$ cat src/rtl/adcs_pkg.sv
// Purpose: shared constants for the converter setup register bank
// Assumes: 32-bit classic wishbone, one register per aligned word, 8 bits except the 4-bit analog field and the 16-bit result
// Notes:   offsets and reset values are fixed here only
`default_nettype none

package adcs_pkg;

	// ****************************************
	// bus shape
	// ****************************************
	localparam int WB_ADR_W = 8;
	localparam int WB_DAT_W = 32;
	localparam int REG_W    = 8;

	// ****************************************
	// register offsets (byte addresses)
	// ****************************************
	localparam logic [7:0] OFS_PORT1_DIR   = 8'h00;
	localparam logic [7:0] OFS_ANALOG_CFG  = 8'h04;
	localparam logic [7:0] OFS_PORT2_DIR   = 8'h08;
	localparam logic [7:0] OFS_CLK_GATE0   = 8'h0c;
	localparam logic [7:0] OFS_IRQ_MASK_H1 = 8'h10;
	localparam logic [7:0] OFS_IRQ_REQ_H1  = 8'h14;
	localparam logic [7:0] OFS_RESULT      = 8'h18;

	// ****************************************
	// reset values
	// ****************************************
	localparam logic [7:0] RST_PORT1_DIR   = 8'hff;
	localparam logic [3:0] RST_ANALOG_CFG  = 4'h1;
	localparam logic [7:0] RST_PORT2_DIR   = 8'hff;
	localparam logic [7:0] RST_CLK_GATE0   = 8'h00;
	localparam logic [7:0] RST_IRQ_MASK_H1 = 8'hff;
	localparam logic [7:0] RST_IRQ_REQ_H1  = 8'h00;

	// ****************************************
	// fields
	// ****************************************
	localparam int CFG_W           = 4;
	localparam int CONV_CLK_EN_BIT = 5;
	localparam int CONV_IRQ_BIT    = 0;
	localparam int N_ANALOG        = 15;
	localparam int P2_ANALOG_PINS  = 4;
	localparam int RESULT_W        = 10;
	localparam int RESULT_SHIFT    = 6;
	localparam int RESULT_REG_W    = 16;

endpackage

`default_nettype wire

$ cat src/rtl/adcs_pin_decode.sv
// Purpose: decode the analog pin configuration field into a per-input mask
// Assumes: field values 0 and 1 are the special cases
// Notes:   purely combinational, caller registers the result
`default_nettype none

module adcs_pin_decode
	import adcs_pkg::*;
#(
	parameter int N = N_ANALOG
) (
	input  wire logic [CFG_W-1:0] cfg_i,
	output logic      [N-1:0]     analog_o
);

	// refused at elaboration: the 4-bit field cannot reach more inputs
	if (N < 1 || N > 15) begin : g_bad_n
		$error("adcs_pin_decode: N must be 1 to 15");
	end

	// ****************************************
	// one compare per input
	// ****************************************
	genvar i;
	generate
		for (i = 0; i < N; i++) begin : g_in
			localparam logic [CFG_W:0] LIMIT = (CFG_W+1)'(i + 2);
			// 0 selects all, 1 none, n keeps inputs 0..n-2 analog
			assign analog_o[i] = (cfg_i == '0) ? 1'b1 :
				({1'b0, cfg_i} >= LIMIT);
		end
	endgenerate

endmodule

`default_nettype wire

$ cat src/rtl/adcs_setup.sv
// Purpose: converter pin, clock gate and end-of-conversion flag registers
// Assumes: converter core runs on clk_i; conv_done_i is a one-cycle pulse
// Notes:   all outputs lag the registers by one clock
//
// How it works
// - a port 1 direction bit of 0 drives the pin, 1 releases it as input.
// - the 4-bit field makes 0 all inputs analog, 1 none, n inputs 0..n-2.
// - port 2 pins 0..3 follow their direction bits, analog pins never drive.
// - bit 5 of the clock gate register feeds or stops the converter clock.
// - mask bit 0 blocks the conversion interrupt but not its flag.
// - request bit 0 reads 1 while a conversion end is pending, else 0.
// - the 10-bit result sits left-justified in a 16-bit register.
`default_nettype none

module adcs_setup
	import adcs_pkg::*;
(
	input  wire logic                  clk_i,
	input  wire logic                  rst_i,
	input  wire logic                  cyc_i,
	input  wire logic                  stb_i,
	input  wire logic                  we_i,
	input  wire logic [WB_ADR_W-1:0]   adr_i,
	input  wire logic [3:0]            sel_i,
	input  wire logic [WB_DAT_W-1:0]   dat_i,
	output logic      [WB_DAT_W-1:0]   dat_o,
	output logic                       ack_o,
	input  wire logic                  conv_done_i,
	input  wire logic [RESULT_W-1:0]   conv_data_i,
	output logic      [REG_W-1:0]      port1_oe_n_o,
	output logic      [REG_W-1:0]      port2_oe_n_o,
	output logic      [N_ANALOG-1:0]   analog_sel_o,
	output logic                       conv_clk_en_o,
	output logic                       conv_irq_o
);

	if (RESULT_W + RESULT_SHIFT != RESULT_REG_W) begin : g_bad_result
		$error("adcs_setup: result does not fill its register");
	end

	// ****************************************
	// registers
	// ****************************************
	logic [REG_W-1:0]        port1_dir_reg;
	logic [CFG_W-1:0]        analog_cfg_reg;
	logic [REG_W-1:0]        port2_dir_reg;
	logic [REG_W-1:0]        clk_gate_reg;
	logic [REG_W-1:0]        irq_mask_reg;
	logic [REG_W-1:0]        irq_req_reg;
	logic [REG_W-1:0]        irq_req_next;
	logic [RESULT_REG_W-1:0] result_reg;
	logic [N_ANALOG-1:0]     analog_mask;
	logic                    req;
	logic                    wr;
	logic                    conv_event;

	assign req        = cyc_i & stb_i & ~ack_o;
	assign wr         = req & we_i & sel_i[0];
	assign conv_event = conv_done_i & clk_gate_reg[CONV_CLK_EN_BIT];

	adcs_pin_decode #(
		.N (N_ANALOG)
	) u_decode (
		.cfg_i    (analog_cfg_reg),
		.analog_o (analog_mask)
	);

	// ****************************************
	// bus slave
	// ****************************************
	// one wait state: ack follows the request by one edge, then drops
	always_ff @(posedge clk_i) begin
		if (rst_i) begin
			ack_o <= 1'b0;
		end else begin
			ack_o <= req;
		end
	end

	// unmapped offsets answer with zero and ignore writes
	always_ff @(posedge clk_i) begin
		if (rst_i) begin
			dat_o <= '0;
		end else if (req && !we_i) begin
			case (adr_i)
				OFS_PORT1_DIR:   dat_o <= 32'(port1_dir_reg);
				OFS_ANALOG_CFG:  dat_o <= 32'(analog_cfg_reg);
				OFS_PORT2_DIR:   dat_o <= 32'(port2_dir_reg);
				OFS_CLK_GATE0:   dat_o <= 32'(clk_gate_reg);
				OFS_IRQ_MASK_H1: dat_o <= 32'(irq_mask_reg);
				OFS_IRQ_REQ_H1:  dat_o <= 32'(irq_req_reg);
				OFS_RESULT:      dat_o <= 32'(result_reg);
				default:         dat_o <= '0;
			endcase
		end
	end

	always_ff @(posedge clk_i) begin
		if (rst_i) begin
			port1_dir_reg  <= RST_PORT1_DIR;
			analog_cfg_reg <= RST_ANALOG_CFG;
			port2_dir_reg  <= RST_PORT2_DIR;
			clk_gate_reg   <= RST_CLK_GATE0;
			irq_mask_reg   <= RST_IRQ_MASK_H1;
		end else if (wr) begin
			case (adr_i)
				OFS_PORT1_DIR:   port1_dir_reg  <= dat_i[REG_W-1:0];
				OFS_ANALOG_CFG:  analog_cfg_reg <= dat_i[CFG_W-1:0];
				OFS_PORT2_DIR:   port2_dir_reg  <= dat_i[REG_W-1:0];
				OFS_CLK_GATE0:   clk_gate_reg   <= dat_i[REG_W-1:0];
				OFS_IRQ_MASK_H1: irq_mask_reg   <= dat_i[REG_W-1:0];
				default:         port1_dir_reg  <= port1_dir_reg;
			endcase
		end
	end

	// ****************************************
	// conversion end flag and result
	// ****************************************
	// a conversion end in the same cycle as a software clear still sets
	always_comb begin
		irq_req_next = irq_req_reg;
		if (wr && adr_i == OFS_IRQ_REQ_H1) begin
			irq_req_next = dat_i[REG_W-1:0];
		end
		if (conv_event) begin
			irq_req_next[CONV_IRQ_BIT] = 1'b1;
		end
	end

	always_ff @(posedge clk_i) begin
		if (rst_i) begin
			irq_req_reg <= RST_IRQ_REQ_H1;
		end else begin
			irq_req_reg <= irq_req_next;
		end
	end

	// no clock to the converter means no new result and no event
	always_ff @(posedge clk_i) begin
		if (rst_i) begin
			result_reg <= '0;
		end else if (conv_event) begin
			result_reg <= {conv_data_i, RESULT_SHIFT'(0)};
		end
	end

	// ****************************************
	// pin and converter outputs
	// ****************************************
	always_ff @(posedge clk_i) begin
		if (rst_i) begin
			port1_oe_n_o <= RST_PORT1_DIR;
			port2_oe_n_o <= RST_PORT2_DIR;
			analog_sel_o <= '0;
		end else begin
			port1_oe_n_o <= port1_dir_reg;
			// analog pins must never see the output buffer
			port2_oe_n_o <= port2_dir_reg |
				REG_W'(analog_mask[P2_ANALOG_PINS-1:0]);
			analog_sel_o <= analog_mask;
		end
	end

	always_ff @(posedge clk_i) begin
		if (rst_i) begin
			conv_clk_en_o <= 1'b0;
			conv_irq_o    <= 1'b0;
		end else begin
			conv_clk_en_o <= clk_gate_reg[CONV_CLK_EN_BIT];
			conv_irq_o    <= irq_req_reg[CONV_IRQ_BIT] &
				~irq_mask_reg[CONV_IRQ_BIT];
		end
	end

	// ****************************************
	// checks
	// ****************************************
	property p_port1_dir;
		@(posedge clk_i) disable iff (rst_i)
		wr && adr_i == OFS_PORT1_DIR |-> ##2 port1_oe_n_o == $past(dat_i[7:0], 2);
	endproperty
	a_port1_dir: assert property (p_port1_dir)
		else $error("port 1 enables do not follow a direction write");

	property p_none_analog;
		@(posedge clk_i) disable iff (rst_i)
		analog_cfg_reg == 4'h1 |=> analog_sel_o == '0;
	endproperty
	a_none_analog: assert property (p_none_analog)
		else $error("analog select set while configured for none");

	property p_cfg_five;
		@(posedge clk_i) disable iff (rst_i)
		analog_cfg_reg == 4'h5 |=> analog_sel_o == 15'h000f;
	endproperty
	a_cfg_five: assert property (p_cfg_five)
		else $error("config five must select inputs 0 to 3");

	property p_analog_no_drive;
		@(posedge clk_i) disable iff (rst_i)
		analog_mask[0] && !$past(rst_i) |=> port2_oe_n_o[0];
	endproperty
	a_analog_no_drive: assert property (p_analog_no_drive)
		else $error("analog port 2 pin is driven");

	property p_gated_no_event;
		@(posedge clk_i) disable iff (rst_i)
		conv_done_i && !clk_gate_reg[5] && !wr |=> $stable(result_reg);
	endproperty
	a_gated_no_event: assert property (p_gated_no_event)
		else $error("result changed with converter clock stopped");

	property p_masked_irq;
		@(posedge clk_i) disable iff (rst_i)
		irq_mask_reg[0] |=> !conv_irq_o;
	endproperty
	a_masked_irq: assert property (p_masked_irq)
		else $error("interrupt raised while masked");

	property p_flag_set;
		@(posedge clk_i) disable iff (rst_i)
		conv_done_i && clk_gate_reg[5] |=> irq_req_reg[0] ##1
			conv_irq_o == !$past(irq_mask_reg[0]);
	endproperty
	a_flag_set: assert property (p_flag_set)
		else $error("conversion end did not set the request flag");

	property p_result_align;
		@(posedge clk_i) disable iff (rst_i)
		conv_event |=> result_reg[5:0] == 6'h00 &&
			result_reg[15:6] == $past(conv_data_i);
	endproperty
	a_result_align: assert property (p_result_align)
		else $error("result not left-justified");

endmodule

`default_nettype wire

$ cat config.mk
export PLATFORM = sky130hd
export DESIGN_NAME = adcs_setup
export DESIGN_NICKNAME = d
export VERILOG_FILES = /design/src/rtl/adcs_pkg.sv /design/src/rtl/adcs_pin_decode.sv /design/src/rtl/adcs_setup.sv
export SDC_FILE = /design/constraint.sdc
export NUM_CORES = 1
export LEC_CHECK = 0
export ABC_AREA = 1
export BUFFER_PORTS_ARGS = -buffer_cell sky130_fd_sc_hd__buf_2
export CAP_MARGIN = 20
export CORE_UTILIZATION = 40
export DETAILED_ROUTE_END_ITERATION = 8
export PLACE_DENSITY_LB_ADDON = 0.15
export SYNTH_ARGS = -nofsm -noshare
export SYNTH_HDL_FRONTEND = slang
export SYNTH_SLANG_ARGS = --single-unit
$ cat constraint.sdc
create_clock -name clk_i -period 3.63 [get_ports clk_i]
set_input_delay 0.363 -clock clk_i [delete_from_list [all_inputs] [get_ports clk_i]]
set_output_delay 0.363 -clock clk_i [all_outputs]
set_load 0.01 [all_outputs]
==> reports/results.ini <==
[detailed_routing]
drt_pass1_iterations = 5
viasPerCell = 4.80
route.detailed.drc = 0
drtIter0Drc = 155
ant_nets = 0
routed_wire_length_um = 9590
route.detailed.wl_per_inst_um = 12.9
detailroute.via_count = 3581

[critical_path]
critical_path_peak_fanout = 36
crit_type = input pin to register
end_kind = register
r2r_setup_slack_ps = 2180
critPathArrivalTime_ps = 1830
crit_path_start_kind = input pin
worstPathRequired_ps = 3940

[sta]
final.setup.tns_ps = 0
max_freq_ghz = 0.655
tightestPinTransition_ps = 1060
timing.slew.headroom = 0.291
rsz0062_at_grt = false
period_utilization = 0.420
timing.final.setup_violations = 0
layout_min_cycle_time_ps = 1530
clock_skew_ps = 16.7
holdWs_ps = 237
timing_hold_violations_final = 0
timing.final.max_slew_violations = 0

[finish]
diodes = 0
final_cells = 746
n_fill_cell = 1019
layout-area-overhead-vs-synth_pct = 14.5
layout-drive-gt1-share = 0.220
largest_register_ffs = 16
finish.utilization = 0.480
final_net_count = 668

[die]
die-height_um = 104
die_area_um2 = 10800
ios = 126
dieWidth_um = 104
floorplan.initialDensity = 0.419
core_um2 = 9950
placement_rows = 36

[yosys]
synthMuxAreaShare = 0
main_combinational_cell_family_by_area_after_synthesis = simple AND/OR/NAND/NOR gates
syn-mean-instance-area_um2 = 7.83
synthAdderAreaFrac = 0
synthesis.area_um2 = 4170
post_synth_xor_area_fraction = 0
seq_area_frac_synth = 0.499
ys_seq_elements = 104
synth_compound_area_frac = 0.110
synth-warning-count = 0
yosys.area_share.simple = 0.292
yosysUniqueCellTypes = 31
synthCells = 533

[placement]
dp_cells = 730
io_buffer_count = 82
detailedPlacementHpwl_um = 6950
gpl.final_weighted_congestion = 0.799

[power]
vdd_drop_max_uv = 183
total_power_per_unit_cell_area_nw_per_um2 = 392
leakage_nw = 2.22

[global_routing]
globalRouteOverflowTotal = 0
largest_net_degree_at_the_start_of_global_routing = 37
use_met1 = 0.231
grt.met2_usage = 0.327
grt_util_met3 = 0.0244
first_global_vias = 3341
global_route_hottest_layer = met2
grt_first_pass_wirelength_um = 16200
grt_antenna_before_repair = 0
global_route.usage.total = 0.187

[run_status]
status = finished clean

[cts]
cts_tree = yes
cts.sink_count = 104
cts_hold_buf = 0
cts-root-to-sink-buffers = 2
cts_made_buffers = 9
worstSkewPairLatency_ps = 360
cts_resized = 0
cts_htree_levels = 3
post-cts-setup-buffer-count = 0
worst_setup_hold_path_clk_slew_ps = 100
clock_tree.root_cell = sky130_fd_sc_hd__clkbuf_8

[min_path]
hold_path_class = input pin to register

[job]
cap_viol_max_count = 0

## critical path, stage by stage
cell	delay, ps
sky130_fd_sc_hd__buf_2	100
sky130_fd_sc_hd__inv_1	750
sky130_fd_sc_hd__nand3_1	200
sky130_fd_sc_hd__o22ai_1	260
sky130_fd_sc_hd__o21a_1	140
## through the flow
stage / setup WS (ps) / area, um2 / power, mW
6_report: 2100 / 4780 / 1.88
5_1_grt: 1970 / 4780 / 1.96
4_1_cts: 2100 / 4780 / 1.90
3_5_place_dp: 1730 / 4610 / 1.26
3_3_place_gp: 1730 / 4610 / 1.26
2_1_floorplan: 2300 / 4230 / 1.23
## layout make-up
cell class | count | area, um2 | share of cell area
clock inverter | 6 | 43.8 | 0.00916
tap | 133 | 166 | 0.0348
multi-input combinational | 360 | 1740 | 0.364
clock buffer | 10 | 128 | 0.0267
inverter | 49 | 184 | 0.0385
timing repair buffer | 84 | 438 | 0.0916
sequential | 104 | 2080 | 0.436
## path summary, 6_finish.rpt
path / depth (start not counted) / startpoint / to
min reg2reg: 2 / port2_dir_reg[5]$_SDFFE_PP1P_ / port2_oe_n_o[5]$_SDFF_PP1_
min: 3 / conv_data_i[6] / result_reg[12]$_SDFFE_PP0P_
max: 5 / rst_i / analog_sel_o[13]$_SDFF_PP0_
max reg2reg: 7 / ack_o$_SDFF_PP0_ / irq_req_reg[0]$_SDFFE_PP0P_
## cells in the mapped netlist
master | number | area (um2)
sky130_fd_sc_hd__nor2_4 | 10 | 113
sky130_fd_sc_hd__nor3_2 | 1 | 10.0
sky130_fd_sc_hd__nand2_2 | 5 | 31.3
sky130_fd_sc_hd__nand3_4 | 1 | 17.5
sky130_fd_sc_hd__nor3_1 | 3 | 15.0
sky130_fd_sc_hd__nor2_1 | 76 | 285
sky130_fd_sc_hd__o21ai_0 | 32 | 160
sky130_fd_sc_hd__nor2_8 | 1 | 20.0
sky130_fd_sc_hd__clkbuf_1 | 12 | 45.0
sky130_fd_sc_hd__buf_2 | 1 | 5.00
sky130_fd_sc_hd__nand3_2 | 1 | 10.0
sky130_fd_sc_hd__nand2_4 | 2 | 22.5
sky130_fd_sc_hd__nand2_1 | 99 | 372
sky130_fd_sc_hd__inv_2 | 8 | 30.0
sky130_fd_sc_hd__buf_4 | 19 | 143
sky130_fd_sc_hd__conb_1 | 1 | 3.75
sky130_fd_sc_hd__o211ai_1 | 15 | 113
sky130_fd_sc_hd__dfxtp_1 | 104 | 2080
sky130_fd_sc_hd__buf_6 | 3 | 33.8
sky130_fd_sc_hd__o22ai_1 | 2 | 12.5
sky130_fd_sc_hd__inv_1 | 40 | 150
sky130_fd_sc_hd__a21oi_2 | 1 | 8.76
sky130_fd_sc_hd__nand4_1 | 1 | 6.26
sky130_fd_sc_hd__a31oi_1 | 1 | 6.26
sky130_fd_sc_hd__a21oi_1 | 25 | 125
sky130_fd_sc_hd__nor2_2 | 2 | 12.5
sky130_fd_sc_hd__clkinv_1 | 1 | 3.75
sky130_fd_sc_hd__nand3_1 | 56 | 280
sky130_fd_sc_hd__o21a_1 | 1 | 7.51
sky130_fd_sc_hd__or2_2 | 4 | 25.0
sky130_fd_sc_hd__o21ai_1 | 5 | 25.0
## power breakdown
| group | leakage, nW | internal [mW] | switching, mW |
|---|---|---|---|
| Clock | 0.0866 | 0.252 | 0.388 |
| Combinational | 1.29 | 0.0254 | 0.0684 |
| Sequential | 0.839 | 1.14 | 0.000484 |
## cell usage in the layout (no fill, tap or decap)
cell type and count:
sky130_fd_sc_hd__a21oi_1 25, sky130_fd_sc_hd__a21oi_2 1, sky130_fd_sc_hd__a31oi_1 1, sky130_fd_sc_hd__buf_12 1, sky130_fd_sc_hd__buf_2 82, sky130_fd_sc_hd__buf_4 1, sky130_fd_sc_hd__clkbuf_1 1, sky130_fd_sc_hd__clkbuf_8 9
sky130_fd_sc_hd__clkinv_1 1, sky130_fd_sc_hd__clkinv_2 2, sky130_fd_sc_hd__clkinv_4 2, sky130_fd_sc_hd__clkinvlp_4 1, sky130_fd_sc_hd__conb_1 16, sky130_fd_sc_hd__dfxtp_1 104, sky130_fd_sc_hd__inv_1 40, sky130_fd_sc_hd__inv_2 8
sky130_fd_sc_hd__inv_6 1, sky130_fd_sc_hd__nand2_1 99, sky130_fd_sc_hd__nand2_2 5, sky130_fd_sc_hd__nand2_4 2, sky130_fd_sc_hd__nand3_1 56, sky130_fd_sc_hd__nand3_2 1, sky130_fd_sc_hd__nand3_4 1, sky130_fd_sc_hd__nand4_1 1
sky130_fd_sc_hd__nor2_1 76, sky130_fd_sc_hd__nor2_2 2, sky130_fd_sc_hd__nor2_4 10, sky130_fd_sc_hd__nor2_8 1, sky130_fd_sc_hd__nor3_1 3, sky130_fd_sc_hd__nor3_2 1, sky130_fd_sc_hd__o211ai_1 15, sky130_fd_sc_hd__o21a_1 1
sky130_fd_sc_hd__o21ai_0 32, sky130_fd_sc_hd__o21ai_1 5, sky130_fd_sc_hd__o22ai_1 2, sky130_fd_sc_hd__or2_2 4
## routing by layer
layer / wire length [um] / vias up
li1: - / 1839
met1: 4220 / 1629
met2: 4760 / 98
met3: 435 / 15
met4: 178 / 0
met5: 0 / -
## logic make-up (layout without fill, tap and decap cells)
kind of cell,Yosys count,after routing
AND/OR/NAND/NOR,262,262
flip-flops,104,104
buffers and inverters,84,149
AO/OA/AOI/OAI,82,82
other,1,16
Power figures use the tool's default switching activity.
